<file path="config.mk">
export PLATFORM = sky130hd
export DESIGN_NAME = cts_supervisor
export DESIGN_NICKNAME = d
export VERILOG_FILES = /design/src/cts_pkg.sv /design/src/cts_ms_timer.sv /design/src/cts_supervisor.sv
export VERILOG_INCLUDE_DIRS = /design/src /design/src/src
export SDC_FILE = /design/constraint.sdc
export NUM_CORES = 1
export LEC_CHECK = 0
export ABC_AREA = 1
export BUFFER_PORTS_ARGS = -buffer_cell sky130_fd_sc_hd__buf_4
export CORE_AREA = 2 2 129 131
export DETAILED_ROUTE_END_ITERATION = 7
export DIE_AREA = 0 0 131 133
export SLEW_MARGIN = 10
export SYNTH_ARGS = -nofsm -noshare
export SYNTH_HDL_FRONTEND = slang
export SYNTH_SLANG_ARGS = --single-unit
</file>
<file path="constraint.sdc">
create_clock -name mclk -period 2.1 [get_ports mclk]
set_clock_uncertainty 0.2 [all_clocks]
set_input_delay 0.525 -clock mclk [delete_from_list [all_inputs] [get_ports mclk]]
set_output_delay 0.525 -clock mclk [all_outputs]
set_load 0.1 [all_outputs]
</file>
<file path="src/cts_consts.svh">
// Named constants for the command timing supervisor.
`ifndef CTS_CONSTS_SVH
`define CTS_CONSTS_SVH

// Core clock frequency and millisecond prescale.
`define CTS_CLK_HZ        25000000
`define CTS_MS_PER_S      1000
`define CTS_CYC_PER_MS    (`CTS_CLK_HZ / `CTS_MS_PER_S)

// Command durations and hard limits in milliseconds.
`define CTS_DUR_SHORT_MS  20
`define CTS_DUR_LONG_MS   750
`define CTS_DUR_FULL_MS   1000
`define CTS_TMO_SHORT_MS  750
`define CTS_TMO_LONG_MS   2000

// Interface timeout class defaults in milliseconds.
`define CTS_TMO_A_MS      750
`define CTS_TMO_B_MS      2000
`define CTS_TMO_C_MS      200
`define CTS_TMO_D_MS      30

// Register offsets (word addresses on the plain port).
`define CTS_REG_CTRL      4'h0
`define CTS_REG_FIFOSTS   4'h1
`define CTS_REG_CRBCTRL   4'h2
`define CTS_REG_CLASS     4'h3
`define CTS_REG_ELAPSED   4'h4
`define CTS_REG_IFTMO     4'h5
`define CTS_REG_IRQSTS    4'h6
`define CTS_REG_IRQMSK    4'h7

// Field positions.
`define CTS_CTRL_NVREAD   2
`define CTS_CTRL_OSUP     3
`define CTS_CTRL_DONE     4
`define CTS_FIFO_GO       0
`define CTS_FIFO_AVAIL    1
`define CTS_FIFO_VALID    2
`define CTS_CRB_START     0
`define CTS_IRQ_DURATION  0
`define CTS_IRQ_TIMEOUT   1
`define CTS_IRQ_DONE      2
`define CTS_IRQ_INIT      3
`define CTS_IRQ_IFTMO     4
`define CTS_IRQ_W         5

`endif

</file>
<file path="src/cts_pkg.sv">
// Types shared by the command timing supervisor.
package cts_pkg;
   // Command timing classes by limit pair.
   typedef enum logic [1:0] {
      CTS_CLS_SHORT = 2'h0,
      CTS_CLS_LONG  = 2'h1,
      CTS_CLS_FULL  = 2'h2
   } cts_class_t;

   // Execution states, one-hot.
   typedef enum logic [2:0] {
      CTS_ST_IDLE = 3'h1,
      CTS_ST_RUN  = 3'h2,
      CTS_ST_DONE = 3'h4
   } cts_state_t;
endpackage

</file>
<file path="src/cts_ms_timer.sv">
// Millisecond prescaler and elapsed-millisecond counter.
`timescale 1ns/100ps
`default_nettype none
`include "cts_consts.svh"
module cts_ms_timer #(
   parameter int CYC_PER_MS = `CTS_CYC_PER_MS,
   parameter int CNT_W      = 16
) (
   input  wire logic             mclk,
   input  wire logic             reset_n,
   input  wire logic             clkEn,
   input  wire logic             clear,
   input  wire logic             run,
   output logic                  msTick,
   output logic [CNT_W-1:0]      msCount
);
   localparam int PW = $clog2(CYC_PER_MS + 1);
   logic [PW-1:0] preCnt_ff;

   // Prescaler restarts on clear so a new interval starts at a full millisecond.
   always_ff @(posedge mclk or negedge reset_n) begin
      if (!reset_n) begin
         preCnt_ff <= '0;
         msTick    <= 1'b0;
      end else if (clkEn) begin
         msTick <= 1'b0;
         if (clear || !run) begin
            preCnt_ff <= '0;
         end else if (preCnt_ff == PW'(CYC_PER_MS - 1)) begin
            preCnt_ff <= '0;
            msTick    <= 1'b1;
         end else begin
            preCnt_ff <= preCnt_ff + 1'b1;
         end
      end
   end

   // Counter saturates instead of wrapping, so a hung command stays flagged.
   always_ff @(posedge mclk or negedge reset_n) begin
      if (!reset_n) begin
         msCount <= '0;
      end else if (clkEn) begin
         if (clear) begin
            msCount <= '0;
         end else if (msTick && msCount != '1) begin
            msCount <= msCount + 1'b1;
         end
      end
   end
endmodule
`default_nettype wire

</file>
<file path="src/cts_supervisor.sv">
// Command timing supervisor: execution timing, completion and init handling.
//
// The strobed register port and the register addresses are this design's own decisions.
`timescale 1ns/100ps
`default_nettype none
`include "cts_consts.svh"
module cts_supervisor
   import cts_pkg::*;
#(
   parameter int CYC_PER_MS = `CTS_CYC_PER_MS,
   parameter int MS_W       = 16
) (
   input  wire logic        mclk,
   input  wire logic        reset_n,
   input  wire logic        clkEn,
   input  wire logic        busReset_n,
   input  wire logic [3:0]  regAddr,
   input  wire logic [31:0] regWrData,
   input  wire logic        regWrStb,
   input  wire logic        regRdStb,
   output logic [31:0]      regRdData,
   output logic             irq,
   output logic             platformInitPulse,
   output logic             trustRootReset,
   output logic             cmdBusy
);
   // ****************************************************************
   // Declarations
   // ****************************************************************
   cts_state_t        state_ff;
   cts_class_t        class_ff;
   logic              nvRead_ff;
   logic              osUp_ff;
   logic              goReq_ff;
   logic              respAvail_ff;
   logic              status_valid_flag_ff;
   logic              crbStart_ff;
   logic              durOver_ff;
   logic              tmoOver_ff;
   logic              busRstQ_ff;
   logic [1:0]        ifClass_ff;
   logic              ifArm_ff;
   logic              ifOver_ff;
   logic [`CTS_IRQ_W-1:0] irqSts_ff;
   logic [`CTS_IRQ_W-1:0] irqMsk_ff;
   logic [`CTS_IRQ_W-1:0] irqEvt;
   logic              initEvt;
   logic              goWr;
   logic              startWr;
   logic              doneWr;
   logic              cmdStart;
   logic              cmdDone;
   logic              timerClr;
   logic              msTickCmd;
   logic [MS_W-1:0]   msElapsed;
   logic              msTickIf;
   logic [MS_W-1:0]   msIf;
   logic [MS_W-1:0]   durLimit;
   logic [MS_W-1:0]   tmoLimit;
   logic [MS_W-1:0]   ifLimit;
   logic              limitsApply;
   logic              wrCtrl;

   // ****************************************************************
   // Platform init detection
   // ****************************************************************
   // The pin is sampled once; a low-to-high step is the init indication.
   always_ff @(posedge mclk or negedge reset_n) begin
      if (!reset_n) begin
         busRstQ_ff <= 1'b0;
      end else if (clkEn) begin
         busRstQ_ff <= busReset_n;
      end
   end

   assign initEvt = clkEn && busReset_n && !busRstQ_ff;

   // Init pulses out to the root-of-trust logic for one cycle.
   always_ff @(posedge mclk or negedge reset_n) begin
      if (!reset_n) begin
         platformInitPulse <= 1'b0;
         trustRootReset    <= 1'b0;
      end else if (clkEn) begin
         platformInitPulse <= initEvt;
         trustRootReset    <= initEvt;
      end
   end

   // ****************************************************************
   // Write decode
   // ****************************************************************
   assign wrCtrl  = regWrStb && regAddr == `CTS_REG_CTRL;
   assign goWr    = regWrStb && regAddr == `CTS_REG_FIFOSTS && regWrData[`CTS_FIFO_GO];
   assign startWr = regWrStb && regAddr == `CTS_REG_CRBCTRL && regWrData[`CTS_CRB_START];
   assign doneWr  = wrCtrl && regWrData[`CTS_CTRL_DONE];
   // A new start is only taken while not running (idle or done); a repeat write during execution is ignored.
   assign cmdStart = clkEn && !initEvt && (goWr || startWr)
                     && (state_ff != CTS_ST_RUN);
   assign cmdDone  = clkEn && !initEvt && doneWr && state_ff == CTS_ST_RUN;
   assign timerClr = initEvt || cmdStart;

   // ****************************************************************
   // Execution state machine
   // ****************************************************************
   always_ff @(posedge mclk or negedge reset_n) begin
      if (!reset_n) begin
         state_ff <= CTS_ST_IDLE;
      end else if (clkEn) begin
         if (initEvt) begin
            state_ff <= CTS_ST_IDLE;
         end else begin
            case (state_ff)
               CTS_ST_IDLE: begin
                  if (cmdStart) state_ff <= CTS_ST_RUN;
               end
               CTS_ST_RUN: begin
                  if (doneWr) state_ff <= CTS_ST_DONE;
               end
               CTS_ST_DONE: begin
                  if (cmdStart) state_ff <= CTS_ST_RUN;
               end
               default: state_ff <= CTS_ST_IDLE;
            endcase
         end
      end
   end

   always_ff @(posedge mclk or negedge reset_n) begin
      if (!reset_n) begin
         cmdBusy <= 1'b0;
      end else if (clkEn) begin
         if (initEvt || cmdDone) cmdBusy <= 1'b0;
         else if (cmdStart) cmdBusy <= 1'b1;
      end
   end

   // ****************************************************************
   // Completion indications
   // ****************************************************************
   // Response and valid flags drop on a FIFO go start as go rises; at completion go drops and they rise together.
   always_ff @(posedge mclk or negedge reset_n) begin
      if (!reset_n) begin
         goReq_ff     <= 1'b0;
         respAvail_ff <= 1'b0;
         status_valid_flag_ff  <= 1'b0;
      end else if (clkEn) begin
         if (initEvt) begin
            goReq_ff     <= 1'b0;
            respAvail_ff <= 1'b0;
            status_valid_flag_ff  <= 1'b0;
         end else if (cmdDone) begin
            goReq_ff     <= 1'b0;
            respAvail_ff <= 1'b1;
            status_valid_flag_ff  <= 1'b1;
         end else if (cmdStart && goWr) begin
            goReq_ff     <= 1'b1;
            respAvail_ff <= 1'b0;
            status_valid_flag_ff  <= 1'b0;
         end
      end
   end

   // Start bit stays set for the whole execution, then clears as completion.
   always_ff @(posedge mclk or negedge reset_n) begin
      if (!reset_n) begin
         crbStart_ff <= 1'b0;
      end else if (clkEn) begin
         if (initEvt || cmdDone) crbStart_ff <= 1'b0;
         else if (cmdStart && startWr) crbStart_ff <= 1'b1;
      end
   end

   // ****************************************************************
   // Command class and environment control
   // ****************************************************************
   always_ff @(posedge mclk or negedge reset_n) begin
      if (!reset_n) begin
         class_ff   <= CTS_CLS_SHORT;
         nvRead_ff  <= 1'b0;
         osUp_ff    <= 1'b0;
         ifClass_ff <= 2'h0;
      end else if (clkEn) begin
         if (initEvt) begin
            osUp_ff <= 1'b0;
         end else if (wrCtrl) begin
            nvRead_ff <= regWrData[`CTS_CTRL_NVREAD];
            osUp_ff   <= regWrData[`CTS_CTRL_OSUP];
         end
         if (regWrStb && regAddr == `CTS_REG_CLASS) begin
            case (regWrData[1:0])
               2'h1:    class_ff <= CTS_CLS_LONG;
               2'h2:    class_ff <= CTS_CLS_FULL;
               default: class_ff <= CTS_CLS_SHORT;
            endcase
         end
         if (regWrStb && regAddr == `CTS_REG_IFTMO) ifClass_ff <= regWrData[1:0];
      end
   end

   // ****************************************************************
   // Limits per class
   // ****************************************************************
   always_comb begin
      case (class_ff)
         CTS_CLS_LONG: begin
            durLimit = MS_W'(`CTS_DUR_LONG_MS);
            tmoLimit = MS_W'(`CTS_TMO_LONG_MS);
         end
         CTS_CLS_FULL: begin
            durLimit = MS_W'(`CTS_DUR_FULL_MS);
            tmoLimit = MS_W'(`CTS_TMO_LONG_MS);
         end
         default: begin
            durLimit = MS_W'(`CTS_DUR_SHORT_MS);
            tmoLimit = MS_W'(`CTS_TMO_SHORT_MS);
         end
      endcase
      case (ifClass_ff)
         2'h1:    ifLimit = MS_W'(`CTS_TMO_B_MS);
         2'h2:    ifLimit = MS_W'(`CTS_TMO_C_MS);
         2'h3:    ifLimit = MS_W'(`CTS_TMO_D_MS);
         default: ifLimit = MS_W'(`CTS_TMO_A_MS);
      endcase
   end

   // Nonvolatile reads are not policed once the OS runs.
   assign limitsApply = !(nvRead_ff && osUp_ff);

   // ****************************************************************
   // Millisecond timers
   // ****************************************************************
   cts_ms_timer #(
      .CYC_PER_MS (CYC_PER_MS),
      .CNT_W      (MS_W)
   ) uCmdTimer (
      .mclk    (mclk),
      .reset_n (reset_n),
      .clkEn   (clkEn),
      .clear   (timerClr),
      .run     (state_ff == CTS_ST_RUN),
      .msTick  (msTickCmd),
      .msCount (msElapsed)
   );

   // Interface timer restarts on any register access, the protocol transition.
   cts_ms_timer #(
      .CYC_PER_MS (CYC_PER_MS),
      .CNT_W      (MS_W)
   ) uIfTimer (
      .mclk    (mclk),
      .reset_n (reset_n),
      .clkEn   (clkEn),
      .clear   (initEvt || regWrStb || regRdStb),
      .run     (ifArm_ff),
      .msTick  (msTickIf),
      .msCount (msIf)
   );

   // ****************************************************************
   // Overrun flags
   // ****************************************************************
   always_ff @(posedge mclk or negedge reset_n) begin
      if (!reset_n) begin
         durOver_ff <= 1'b0;
         tmoOver_ff <= 1'b0;
      end else if (clkEn) begin
         if (timerClr) begin
            durOver_ff <= 1'b0;
            tmoOver_ff <= 1'b0;
         end else if (state_ff == CTS_ST_RUN && limitsApply) begin
            if (msElapsed >= durLimit) durOver_ff <= 1'b1;
            if (msElapsed >= tmoLimit) tmoOver_ff <= 1'b1;
         end
      end
   end

   // Interface watch is armed while a command runs.
   always_ff @(posedge mclk or negedge reset_n) begin
      if (!reset_n) begin
         ifArm_ff  <= 1'b0;
         ifOver_ff <= 1'b0;
      end else if (clkEn) begin
         ifArm_ff <= (state_ff == CTS_ST_RUN);
         if (initEvt || regWrStb || regRdStb) ifOver_ff <= 1'b0;
         else if (ifArm_ff && msIf >= ifLimit) ifOver_ff <= 1'b1;
      end
   end

   // ****************************************************************
   // Interrupts
   // ****************************************************************
   assign irqEvt[`CTS_IRQ_DURATION] = state_ff == CTS_ST_RUN && limitsApply
                                      && msElapsed >= durLimit && !durOver_ff;
   assign irqEvt[`CTS_IRQ_TIMEOUT]  = state_ff == CTS_ST_RUN && limitsApply
                                      && msElapsed >= tmoLimit && !tmoOver_ff;
   assign irqEvt[`CTS_IRQ_DONE]     = cmdDone;
   assign irqEvt[`CTS_IRQ_INIT]     = initEvt;
   assign irqEvt[`CTS_IRQ_IFTMO]    = ifArm_ff && msIf >= ifLimit && !ifOver_ff;

   // A set in the same cycle as a write-one-to-clear wins.
   always_ff @(posedge mclk or negedge reset_n) begin
      if (!reset_n) begin
         irqSts_ff <= '0;
         irqMsk_ff <= '0;
         irq       <= 1'b0;
      end else if (clkEn) begin
         if (regWrStb && regAddr == `CTS_REG_IRQSTS) begin
            irqSts_ff <= (irqSts_ff & ~regWrData[`CTS_IRQ_W-1:0]) | irqEvt;
         end else begin
            irqSts_ff <= irqSts_ff | irqEvt;
         end
         if (regWrStb && regAddr == `CTS_REG_IRQMSK) irqMsk_ff <= regWrData[`CTS_IRQ_W-1:0];
         irq <= |(irqSts_ff & irqMsk_ff);
      end
   end

   // ****************************************************************
   // Read port
   // ****************************************************************
   always_ff @(posedge mclk or negedge reset_n) begin
      if (!reset_n) begin
         regRdData <= '0;
      end else if (clkEn) begin
         regRdData <= '0;
         if (regRdStb) begin
            case (regAddr)
               `CTS_REG_CTRL:    regRdData <= {27'h0, 1'b0, osUp_ff, nvRead_ff,
                                               tmoOver_ff, durOver_ff};
               `CTS_REG_FIFOSTS: regRdData <= {29'h0, status_valid_flag_ff, respAvail_ff, goReq_ff};
               `CTS_REG_CRBCTRL: regRdData <= {31'h0, crbStart_ff};
               `CTS_REG_CLASS:   regRdData <= {30'h0, class_ff};
               `CTS_REG_ELAPSED: regRdData <= 32'(msElapsed);
               `CTS_REG_IFTMO:   regRdData <= {30'h0, ifClass_ff};
               `CTS_REG_IRQSTS:  regRdData <= 32'(irqSts_ff);
               `CTS_REG_IRQMSK:  regRdData <= 32'(irqMsk_ff);
               default:          regRdData <= '0;
            endcase
         end
      end
   end
endmodule
`default_nettype wire

</file>
==> results of run 1 <==
sequential cells by signal, summed over array words and instances (netlist names), 2 cells and up:
name and flops:
uCmdTimer.msCount 16, state_ff 3, uIfTimer.preCnt_ff 15, uIfTimer.msCount 16
ifClass_ff 2, irqMsk_ff 5, regRdData 16, class_ff 2
uCmdTimer.preCnt_ff 15, irqSts_ff 5
logic make-up after synthesis:
group,after synthesis,share of synthesized area [%]
AO/OA/AOI/OAI,101,9.29
XOR/XNOR,30,3.79
adder cells (fa/ha/maj),37,6.68
buffers and inverters,144,9.44
flip-flops,110,39.7
other,1,0.0541
AND/OR/NAND/NOR,493,31.0
synthesized netlist by cell type, drive strengths merged, types with 4 or more instances:
cell type / instances / area share, %
nand2: 248 / 14
nor2: 105 / 5.9
ha: 37 / 6.7
clkbuf: 5 / 0.27
o21ai: 50 / 4.2
nor3b: 4 / 0.43
buf: 34 / 3.5
xor2: 28 / 3.5
dfrtp: 109 / 39
nor3: 25 / 2.1
nand4: 31 / 2.8
nand3b: 5 / 0.60
a32o: 11 / 1.6
inv: 104 / 5.6
nand3: 70 / 5.1
a21oi: 27 / 2.1
final cells by class:
type	count	area share, %
multi-input cells	677	44.6
flip-flops and latches	110	33.1
well taps	220	3.31
repair buffers	106	10.4
inverters	105	4.78
clock buffers	10	2.87
clock inverters	6	0.902
final timing paths:
path	from	to	slack [ns]	cells after the start
max in group asynchronous	reset_n	state_ff[0]	0.78	3
max reg2reg	class_ff[1]	irqSts_ff[1]	-0.04	10
min	busReset_n	busRstQ_ff	0.20	3
max	class_ff[1]	irqSts_ff[1]	-0.04	10
min in group asynchronous	reset_n	uIfTimer.msCount[5]	0.38	2
min reg2reg	ifOver_ff	irqSts_ff[4]	0.24	1
metrics by stage:
stage / TNS [ns] / instances / hold WS (ns)
3_5_place_dp: -0.188 / 1211 / 0.223
2_1_floorplan: 0 / 931 / 0.0294
3_3_place_gp: -0.0927 / 1211 / 0.225
4_1_cts: -0.135 / 1230 / 0.196
6_report: -0.117 / 1234 / 0.197
5_1_grt: -0.689 / 1234 / 0.228
power by group through the flow:
stage	combinational, W	sequential [W]	clock, W
global placement	0.00168	0.00250	0
detailed placement	0.00170	0.00250	0
finish	0.00188	0.00247	0.00184
CTS	0.00180	0.00247	0.00188
global route	0.00211	0.00250	0.00197
floorplan	0.00105	0.00259	0
timing repair:
item,4_1_cts,5_1_grt
buffers inserted,2,4
pin swaps,5,12
resized for setup,12,22
hold buffers,1,0
endpoints found under the hold margin,13,0
endpoints found under the setup margin,4,34
per-layer routing:
| layer | GRT usage (%) | up-vias | share of wire [%] |
|---|---|---|---|
| li1 | - | 3138 | - |
| met1 | 30.8 | 2878 | 50 |
| met2 | 32.4 | 102 | 45 |
| met3 | 2.51 | 13 | 3.6 |
| met4 | 5.56 | 0 | 1.3 |
| met5 | 0 | - | 0 |
worst max-delay path, delay by kind of cell (launching register included):
family,cells,cell delay [ns]
buffers and inverters,1,0.16
AOI/OAI and AO/OA,2,0.19
DFF,1,0.41
and+or+nand+nor,5,0.48
adders and majority gates,2,0.63
==> results.txt, run 1 <==
- Status: finished with violations
- The final reports fail on negative setup slack.
- Count of flip-flops with a built-in enable after synthesis: 0
* Number of routed nets with antenna violations: 0
* Cell occurring most often along the worst timing path: nand2_1
- For this run, the slowest stage of the critical path takes 0.41 ns.
- Fmax achieved: 468 MHz
- Power spread over the standard cell area amounts to 744 nW/um2.
* Synth Warn #: 0
* Routed vias: 6131
- Net switching is 35.2% of the power.
- Number of DRC markers after the initial detailed-route iteration: 279
- In this run the power spent charging and discharging nets is 0.00218 W.
* Highest fanout seen on the critical path: 4
* Core occupancy in the finished layout: 51.4%
* Share of total power in the clock network: 29.7%
- RSZ-0062 raised after global routing: yes
* Final design area excluding fillers: 8320 um2
- VDD sags by at most 630 uV.
- Post-synth top flop: dfrtp_1
- Row generation in the floorplan step produced 47 rows.
- Count of filler cells inserted in the layout: 1574
* Layout cells sized above 1: 17.6%
- The die is 133 um tall.
* Clock tree from TritonCTS: built
* Wire length of the first global-routing pass: 29000 um
- For this run, design rule violations remaining after detail routing come to 0.
* Nature of the critical path startpoint: flop
- The internal power of the cells totals 0.00401 W.
- Post-detailed-routing wire length: 16900 um
* Leading cell type in the layout, fill and taps excluded: nand2_1
* Average instance area after synthesis: 7.57 um2
* Post-route clock period utilization: 102%
- Area added between synthesis and finish: 20.0%
* Root buffer cell: clkbuf_16
- Initial antenna violation count: 0
- In this run the count of I/O pins placed on the die edge is 78.
- After detailed routing, the average wire length per cell comes to 13.7 um.
* Final worst path period need: 2.14 ns
- The tool flagged a number of max-cap violations equal to 0.
- Final Power: 0.00619 W
- After clock tree synthesis, the clock-pin slew on the worst setup and hold paths is 0.08 ns.
- Depth of the CTS H-tree: 3
* PnR worst setup slack: -0.0370 ns
- For this configuration, the core starts out at a cell density of 42.9%.
- The worst setup path is captured at a flop.
- Slowest cell on crit path: dfrtp_1
- In the final layout, the multi-input gates occupy 3710 um2.
- Longest Clk Path Bufs: 2
- For this run, the total global-route usage over all layers was measured as 20.9%.
* Leakage power: 4.11 nW
- Global route overflow: 0
- Half-perimeter wire length after placement: 12800 um
- Per report_power, the combinational group accounts for 30.3% of the total.
- Entering global routing, the biggest net connects 33 pins.
- The worst hold path belongs to the class in2reg.
- Count of endpoints failing hold in the final timing report: 0
- Post-synthesis sequential element count: 110
- Port bufs: 34
- For this run, the register share of the synthesized area comes to 39.7%.
- Vias in the first global route: 5876
- Placer congestion estimate: 0.872
- In this run the cell area of the synthesized design comes to 6930 um2.
- Initial DRT Pass Iterations: 5
* Worst setup path class: reg2reg
- Share of flip-flops with an asynchronous set or reset after synthesis: 100%
- Core Box Area: 16200 um2
* Antenna diode count: 0
- Area taken by flip-flops and latches: 2760 um2
- Once placement finished, the instance area stood at 7820 um2.
* Cell count after synthesis: 916
* Area of the die: 17400 um2
- Pre-CTS setup slack: -0.110 ns
- Most frequent cells in the layout: nand2_1, dfrtp_1, nor2_1, buf_4, inv_1
* Data required, critical path: 2.18 ns
* # setup viols final: 4
- The net count of the finished layout is 1088.
- Clock tree synthesis inserted a total of 9 buffers.
- The clock reaches the later pin of the worst-skew pair after 0.36 ns.
- Sequential cells burn 39.9% of the power.
* Vias/cell: 4.97
- Clock sink count: 110
* Number of unique standard cell types used by synthesis: 46
- Critical Path, Cell by Cell: ha_4 > clkinvlp_4 > ha_4 > a21oi_1 > or2_4 > nand2_1 > nand2_1 > nand3_1 > nand2_1 > o21ai_1
- Worst Path Arrival: 2.22 ns
- Measured along the x axis, the die boundary spans 131 um.
* Final Max Slew Viols: 0
Power figures use the tool's default switching activity.
==> run 2: changes to the inputs <==
--- a/config.mk
+++ b/config.mk
@@ -8,9 +8,9 @@
 export LEC_CHECK = 0
 export ABC_AREA = 1
 export BUFFER_PORTS_ARGS = -buffer_cell sky130_fd_sc_hd__buf_4
-export CORE_AREA = 2 2 129 131
+export CORE_AREA = 2 2 181 94
 export DETAILED_ROUTE_END_ITERATION = 7
-export DIE_AREA = 0 0 131 133
+export DIE_AREA = 0 0 183 96
 export SLEW_MARGIN = 10
 export SYNTH_ARGS = -nofsm -noshare
 export SYNTH_HDL_FRONTEND = slang
==> results.txt, run 2 (synthesized netlist as in run 1, its figures left out) <==
* Final worst path period need: 2.06 ns (-0.0757 ns)
- The sum of overflow across all layers after global routing is 0 (unchanged).
- The area of the die was 17600 um2 (+0.83%).
* Worst Path Arrival: 2.14 ns (-0.08 ns)
- The maximum net fanout on the critical path was 3 (-1).
- Height of the die: 96 um (-28%)
* Port bufs: 34 (unchanged)
- The global-route wire length before repair came to 31000 um (+7.0%).
- Post-detailed-routing wire length: 18900 um (+12%)
- Hold Crit Start: busReset_n
- The portion of the clock cycle consumed by the worst path in the final layout came to 98.2% (-3.6 points).
- Depth of the CTS H-tree: 3 (unchanged)
- Leaving out fill and tap cells, the most frequent cells in the layout are nand2_1, dfrtp_1, nor2_1.
- Core Box Area: 16000 um2 (-0.94%)
- Clock Pin Slew Worst Setup and Hold Paths: 0.08 ns (about the same)
* Type of element capturing the critical path: flop
- Clock sink count: 110 (unchanged)
- The startpoint identified for the worst register-to-register timing path is class_ff[1].
- The area occupied by registers was 2760 um2 (unchanged).
* Final total negative setup slack: 0 ns (+0.117 ns)
- The number of cells on the worst reg-to-reg path was 10 (unchanged).
- The peak per-stage delay on the critical path came to 0.43 ns (+0.02 ns).
* Nature of the critical path startpoint: flop
* Minimum hold slack: 0.198 ns (+0.00112 ns)
- The via count of the first global-routing pass came to 5669 (-3.5%).
- Layout cells sized above 1: 18.5% (+0.98 points)
- Status: completed
- The summed area of non-filler cells in the final layout was 8380 um2 (+0.69%).
- Remaining DRCs: 0 (unchanged)
* Placed cell area: 7790 um2 (-0.35%)
- The final number of setup-violating endpoints was 0 (-4).
- The final-report max-slew violation count is 0 (unchanged).
- Antenna diode count: 0 (unchanged)
* Slowest cell on crit path: dfrtp_1
- The root buffer cell chosen for the clock tree is clkbuf_16.
- The data required time at the worst endpoint was 2.18 ns (about the same).
* Routed length per instance: 15.5 um (+13%)
- The last weighted congestion value of the routability-driven placer came to 0.876 (+0.47%).
- Peak VDD IR: 440 uV (-30%)
- Net total in the final layout: 1083 (-0.46%)
- Leading cell type in the layout, fill and taps excluded: nand2_1
- The combined area of the multi-input logic cells came to 3830 um2 (+3.3%).
- TritonCTS built the clock tree.
- Maximum number of pins on one net before global-route repair: 49 (+48%)
- Count of endpoints failing hold in the final timing report: 0 (unchanged)
* Initial DRT Pass Iterations: 5 (unchanged)
- The routed via count divided by cell count came to 5.11 (+2.9%).
- The overall fraction of global-route tracks in use was 22.8% (+2.0 points).
* Area added between synthesis and finish: 20.8%
* Largest registers: regRdData x16, uCmdTimer.msCount x16, uIfTimer.msCount x16
- The worst register-to-register path ends at irqSts_ff[1].
- Tightest Hold Check Type: in2reg
- Hold Path Sink: busRstQ_ff
* Count of filler cells inserted in the layout: 1551 (-1.5%)
* Power density relative to cell area: 738 nW/um2 (-0.72%)
* Critical Path, Cell by Cell: ha_4 > inv_4 > ha_4 > a21oi_1 > or2_2 > nand2_1 > nand2_1 > nand3_2 > nand2_2 > o21ai_1
- Setup repair after global routing could not meet its margin everywhere.
- Die Span X: 183 um (+40%)
- Number of routed nets with antenna violations: 0 (unchanged)
* Number of top-level pins: 78 (unchanged)
- The cell depth of the worst min-delay path was 3 (unchanged).
- The standby leakage power came to 4.09 nW (-0.57%).
* Longest Clk Path Bufs: 2 (unchanged)
* PnR worst setup slack: 0.0387 ns (+0.0757 ns)
- The critical path in this run is classified as reg2reg.
- The total clock buffers created by CTS was 9 (unchanged).
- The initial antenna violation count was 0 (unchanged).
- The insertion delay to the later sink of the worst-skew pair is 0.36 ns (about the same).
- The total vias in the final route was 6233 (+1.7%).
* Half-perimeter wire length after placement: 14200 um (+11%)
- Fmax achieved: 485 MHz (+3.7%)
- Number of DRC markers after the initial detailed-route iteration: 709 (+150%)
* Max-Cap Viols: 0 (unchanged)
- Final Power: 0.00619 W (about the same)
* Row Count: 33 (-30%)
* Pre-CTS setup slack: -0.0911 ns (+0.0189 ns)
* Slack of the worst reg-to-reg path: 0.04 ns (+0.08 ns)
- Starting density of the core: 43.3% (+0.41 points)
## run 2: cell count changes in the layout (fill, tap and decap cells not counted), sizes merged
cell / delta
clkinv: +2
bufinv: -1
clkbuf: +1
inv: -2
buf: -5
## run 2: through the flow
step	utilization, %	cells
floorplan	-	931
global placement	48.7	1199
detailed placement	48.7	1199
CTS	50.9	1217
global route	52.3	1219
finish	52.3	1219
## run 2: repair_timing
action                     in CTS  in global routing
cloned                          0                  0
hold endpoints to repair       25                  0
setup endpoints to repair       6                 39
hold buffers                    1                  0
pin swaps                       1                 17
buffers inserted                1                  2
gates resized for setup        11                 44
## run 2: area by class of cell
type                    instances  area share (%)
repair buffers                101            9.92
inverters                     105            4.76
well taps                     210            3.14
multi-input cells             677            45.8
flip-flops and latches        110            32.9
clock buffers                  11            3.02
clock inverters                 5           0.493
## run 2: critical path, delay by kind of cell, from the launching register on
family                     cells  cell delay (ns)
buffers and inverters          1             0.05
and+or+nand+nor                5             0.54
adders and majority gates      2             0.59
DFF                            1             0.43
AOI/OAI and AO/OA              2             0.19
## run 2: worst max-delay path by stage
stage                      startpoint           end  slack [ns]  cells after the start
after detailed placement  class_ff[0]  irqSts_ff[1]       -0.09                      9
after global placement    class_ff[0]  irqSts_ff[1]       -0.06                      9
after CTS                 class_ff[1]  irqSts_ff[1]      -0.003                     12
after floorplan           class_ff[0]  irqSts_ff[1]        0.03                     11
after global routing      class_ff[1]  irqSts_ff[0]       -0.06                     12
final                     class_ff[1]  irqSts_ff[1]        0.04                     10
## run 2: power by group
part	leakage (nW)	total [W]	switching, W	internal [W]
logic	2.47	0.00198	0.00123	0.000753
clock network	0.138	0.00172	0.000841	0.000880
registers	1.48	0.00248	0.000174	0.00231
total	4.09	0.00619	0.00224	0.00394
## run 2: routing by layer
metal / GRT usage (%) / vias up / part of all wire, %
met5: 0 / - / 0
met4: 3.87 / 0 / 0.48
met3: 5.68 / 7 / 7.5
met2: 28.5 / 190 / 36
met1: 38.0 / 2903 / 57
li1: - / 3133 / -
==> run 3: changes to the inputs <==
--- a/config.mk
+++ b/config.mk
@@ -8,9 +8,9 @@
 export LEC_CHECK = 0
 export ABC_AREA = 1
 export BUFFER_PORTS_ARGS = -buffer_cell sky130_fd_sc_hd__buf_4
-export CORE_AREA = 2 2 181 94
+export CORE_AREA = 2 2 185 96
 export DETAILED_ROUTE_END_ITERATION = 7
-export DIE_AREA = 0 0 183 96
+export DIE_AREA = 0 0 187 98
 export SLEW_MARGIN = 10
 export SYNTH_ARGS = -nofsm -noshare
 export SYNTH_HDL_FRONTEND = slang
==> results.txt, run 3 (synthesized netlist as in run 1, its figures left out) <==
- The flow ran to the end, and the final reports show no timing, DRC or antenna violations.
- Tightest Hold Check Type: in2reg
- Critical Path, Cell by Cell: inv_2 > ha_4 > inv_6 > ha_4 > a21oi_1 > or2_2 > nand2_1 > nand2_1 > nand3_2 > nand2_2 > o21ai_1
- Data required, critical path: 2.19 ns (about the same)
- Leading cell type in the layout, fill and taps excluded: nand2_1
- Power density relative to cell area: 733 nW/um2 (-0.69%)
* Initial DRT Pass Iterations: 5 (unchanged)
* # setup viols final: 0 (unchanged)
- The endpoint arrival time on the critical path is 2.17 ns (+0.03 ns).
- Net total in the final layout: 1091 (+0.74%)
* Highest fanout seen on the critical path: 4 (+1)
- Clock insertion delay at the later pin of the skew report: 0.36 ns (about the same)
* Area of the die: 18300 um2 (+4.3%)
- The count of buffers from port buffering came to 34 (unchanged).
- Die Span X: 187 um (+2.2%)
- The maximum root-to-sink buffer count came to 2 (unchanged).
* Rel. slew slack: 66.3%
* Routed length per instance: 15.6 um (+0.22%)
* Vias/cell: 5.09 (-0.53%)
- Fmax achieved: 482 MHz (-0.74%)
- Count of endpoints failing hold in the final timing report: 0 (unchanged)
- Minimum hold slack: 0.201 ns (+0.00347 ns)
* Final Power: 0.00623 W (+0.76%)
* Critical path's largest stage delay: 0.38 ns (-0.05 ns)
- Share of total power in the clock network: 26.4% (-1.4 points)
* Leakage power: 4.11 nW (+0.68%)
- Layout cells sized above 1: 19.9% (+1.3 points)
- The switching power total was 0.00226 W (+0.85%).
- The height of the chip came to 98 um (+2.1%).
- Half-perimeter wire length after placement: 14600 um (+2.8%)
* Largest registers: regRdData x16, uCmdTimer.msCount x16, uIfTimer.msCount x16
* Clock tree from TritonCTS: built
* Combinational Power Share: 33.8% (+1.7 points)
- Final Max Slew Viols: 0 (unchanged)
- The via count of the first global-routing pass came to 5747 (+1.4%).
* Number of DRC markers after the initial detailed-route iteration: 696 (-1.8%)
- The number of diodes added for antenna fixing was 0 (unchanged).
* Post-route clock period utilization: 98.9% (+0.73 points)
* Root buffer cell: clkbuf_16
- The sum of overflow across all layers after global routing was 0 (unchanged).
- The largest individual stage delay along the critical path comes from the cell dfrtp_1.
- Sequential share of power: 39.8% (-0.3 points)
- The switching power as a share of total power is 36.3% (about the same).
- The post-route DRC violation count was 0 (unchanged).
- Row Count: 34 (+3.0%)
* Number of top-level pins: 78 (unchanged)
- The remaining antenna violation count after routing is 0 (unchanged).
- Worst setup path class: reg2reg
- Area added between synthesis and finish: 22.6%
* Clock sink count: 110 (unchanged)
- Transition time of the tightest slew-check pin: 0.505 ns
- The maximum level of the CTS H-tree is 3 (unchanged).
* Maximum number of pins on one net before global-route repair: 46 (-6.1%)
- The max capacitance violation total is 0 (unchanged).
* Nature of the critical path startpoint: flop
- Number of buffers created by CTS: 9 (unchanged)
- The total core area was 16900 um2 (+5.4%).
- The clock transition time at the flip-flop clock pins of the worst setup and hold paths is 0.07 ns (about the same).
- The overall fraction of global-route tracks in use was 21.7% (-1.1 points).
- Starting density of the core: 41.1% (-2.2 points)
* Type of element capturing the critical path: flop
- The total vias in the final route was 6363 (+2.1%).
- Number of standard cells in the final layout excluding fillers: 1251 (+2.6%)
* Dpl cells: 1231 (+2.7%)
- Most frequent cells in the layout: nand2_1, dfrtp_1, buf_4
- The kind of cell with the highest combined delay along the critical path is adder cells.
* Count of filler cells inserted in the layout: 1680 (+8.3%)
* RSZ-0062 raised after global routing: yes
* Post-detailed-routing wire length: 19500 um (+2.8%)
* Internal power component: 0.00397 W (+0.71%)
- The number of buffers and inverters on the critical path came to 2 (+1).
* Peak VDD IR: 441 uV (+0.20%)
* Initial antenna violation count: 0 (unchanged)
- The final critical path time including I/O delays and setup was 2.08 ns (+0.0153 ns).
- Slack of the worst reg-to-reg path: 0.02 ns (-0.02 ns)
- Core occupancy in the finished layout: 50.3% (-2.0 points)
* Placer congestion estimate: 0.898 (+2.5%)
- Wire length of the first global-routing pass: 31300 um (+0.87%)
-- run 3: timing repair --
action / in CTS / in global routing
pin swaps: 1 / 28
hold endpoints to repair: 12 / 0
hold buffers: 1 / 0
buffers inserted: 0 / 3
gates resized for setup: 5 / 64
endpoints found under the setup margin: 5 / 38
-- run 3: worst paths after layout --
check,startpoint,cells past startpoint,end
min in group asynchronous,reset_n,2,uIfTimer.msCount[6]
max in group asynchronous,reset_n,3,ifOver_ff
worst max register to register,class_ff[0],11,irqSts_ff[1]
worst min-delay path,busReset_n,3,busRstQ_ff
worst min register to register,tmoOver_ff,1,irqSts_ff[1]
worst max-delay path,class_ff[0],11,irqSts_ff[1]
-- run 3: layer usage --
metal | share of wire (%) | global-route usage [%] | routed length, um
met5 | 0 | 0 | 0
met4 | 0.47 | 3.48 | 91
met3 | 8.5 | 5.18 | 1660
met2 | 35 | 25.3 | 6900
met1 | 56 | 38.1 | 10800
-- run 3: final cells by class --
cell class,count,area [um2],area share [%]
clock inverter,3,22.5,0.265
tap,234,293,3.44
sequential,110,2760,32.4
inverter,105,404,4.75
multi-input combinational,677,3870,45.5
clock buffer,13,250,2.94
timing repair buffer,109,902,10.6
-- run 3: worst register-to-register path: cells and delay by family, from the launching register on --
family                   cells  cell delay, ns
buffers and inverters        2            0.12
flip-flops                   1            0.38
adder cells (fa/ha/maj)      2            0.59
AO/OA/AOI/OAI                2            0.19
AND/OR/NAND/NOR              5            0.54
-- run 3: power groups by stage --
| stage | logic [W] | registers [W] | clock network [W] |
|---|---|---|---|
| after floorplan | 0.00105 | 0.00259 | 0 |
| after global placement | 0.00172 | 0.00250 | 0 |
| after detailed placement | 0.00174 | 0.00251 | 0 |
| after CTS | 0.00178 | 0.00247 | 0.00168 |
| after global routing | 0.00232 | 0.00251 | 0.00176 |
| final | 0.00211 | 0.00248 | 0.00164 |
-- run 3: stage by stage --
stage	cell area, um2	setup TNS (ns)	setup slack [ns]
5_1_grt	8500	-0.239	-0.0891
6_report	8500	0	0.0234
4_1_cts	8190	-0.00679	-0.00382
3_3_place_gp	7890	-0.0661	-0.0427
2_1_floorplan	7000	0	0.0313
3_5_place_dp	7890	-0.0964	-0.0395
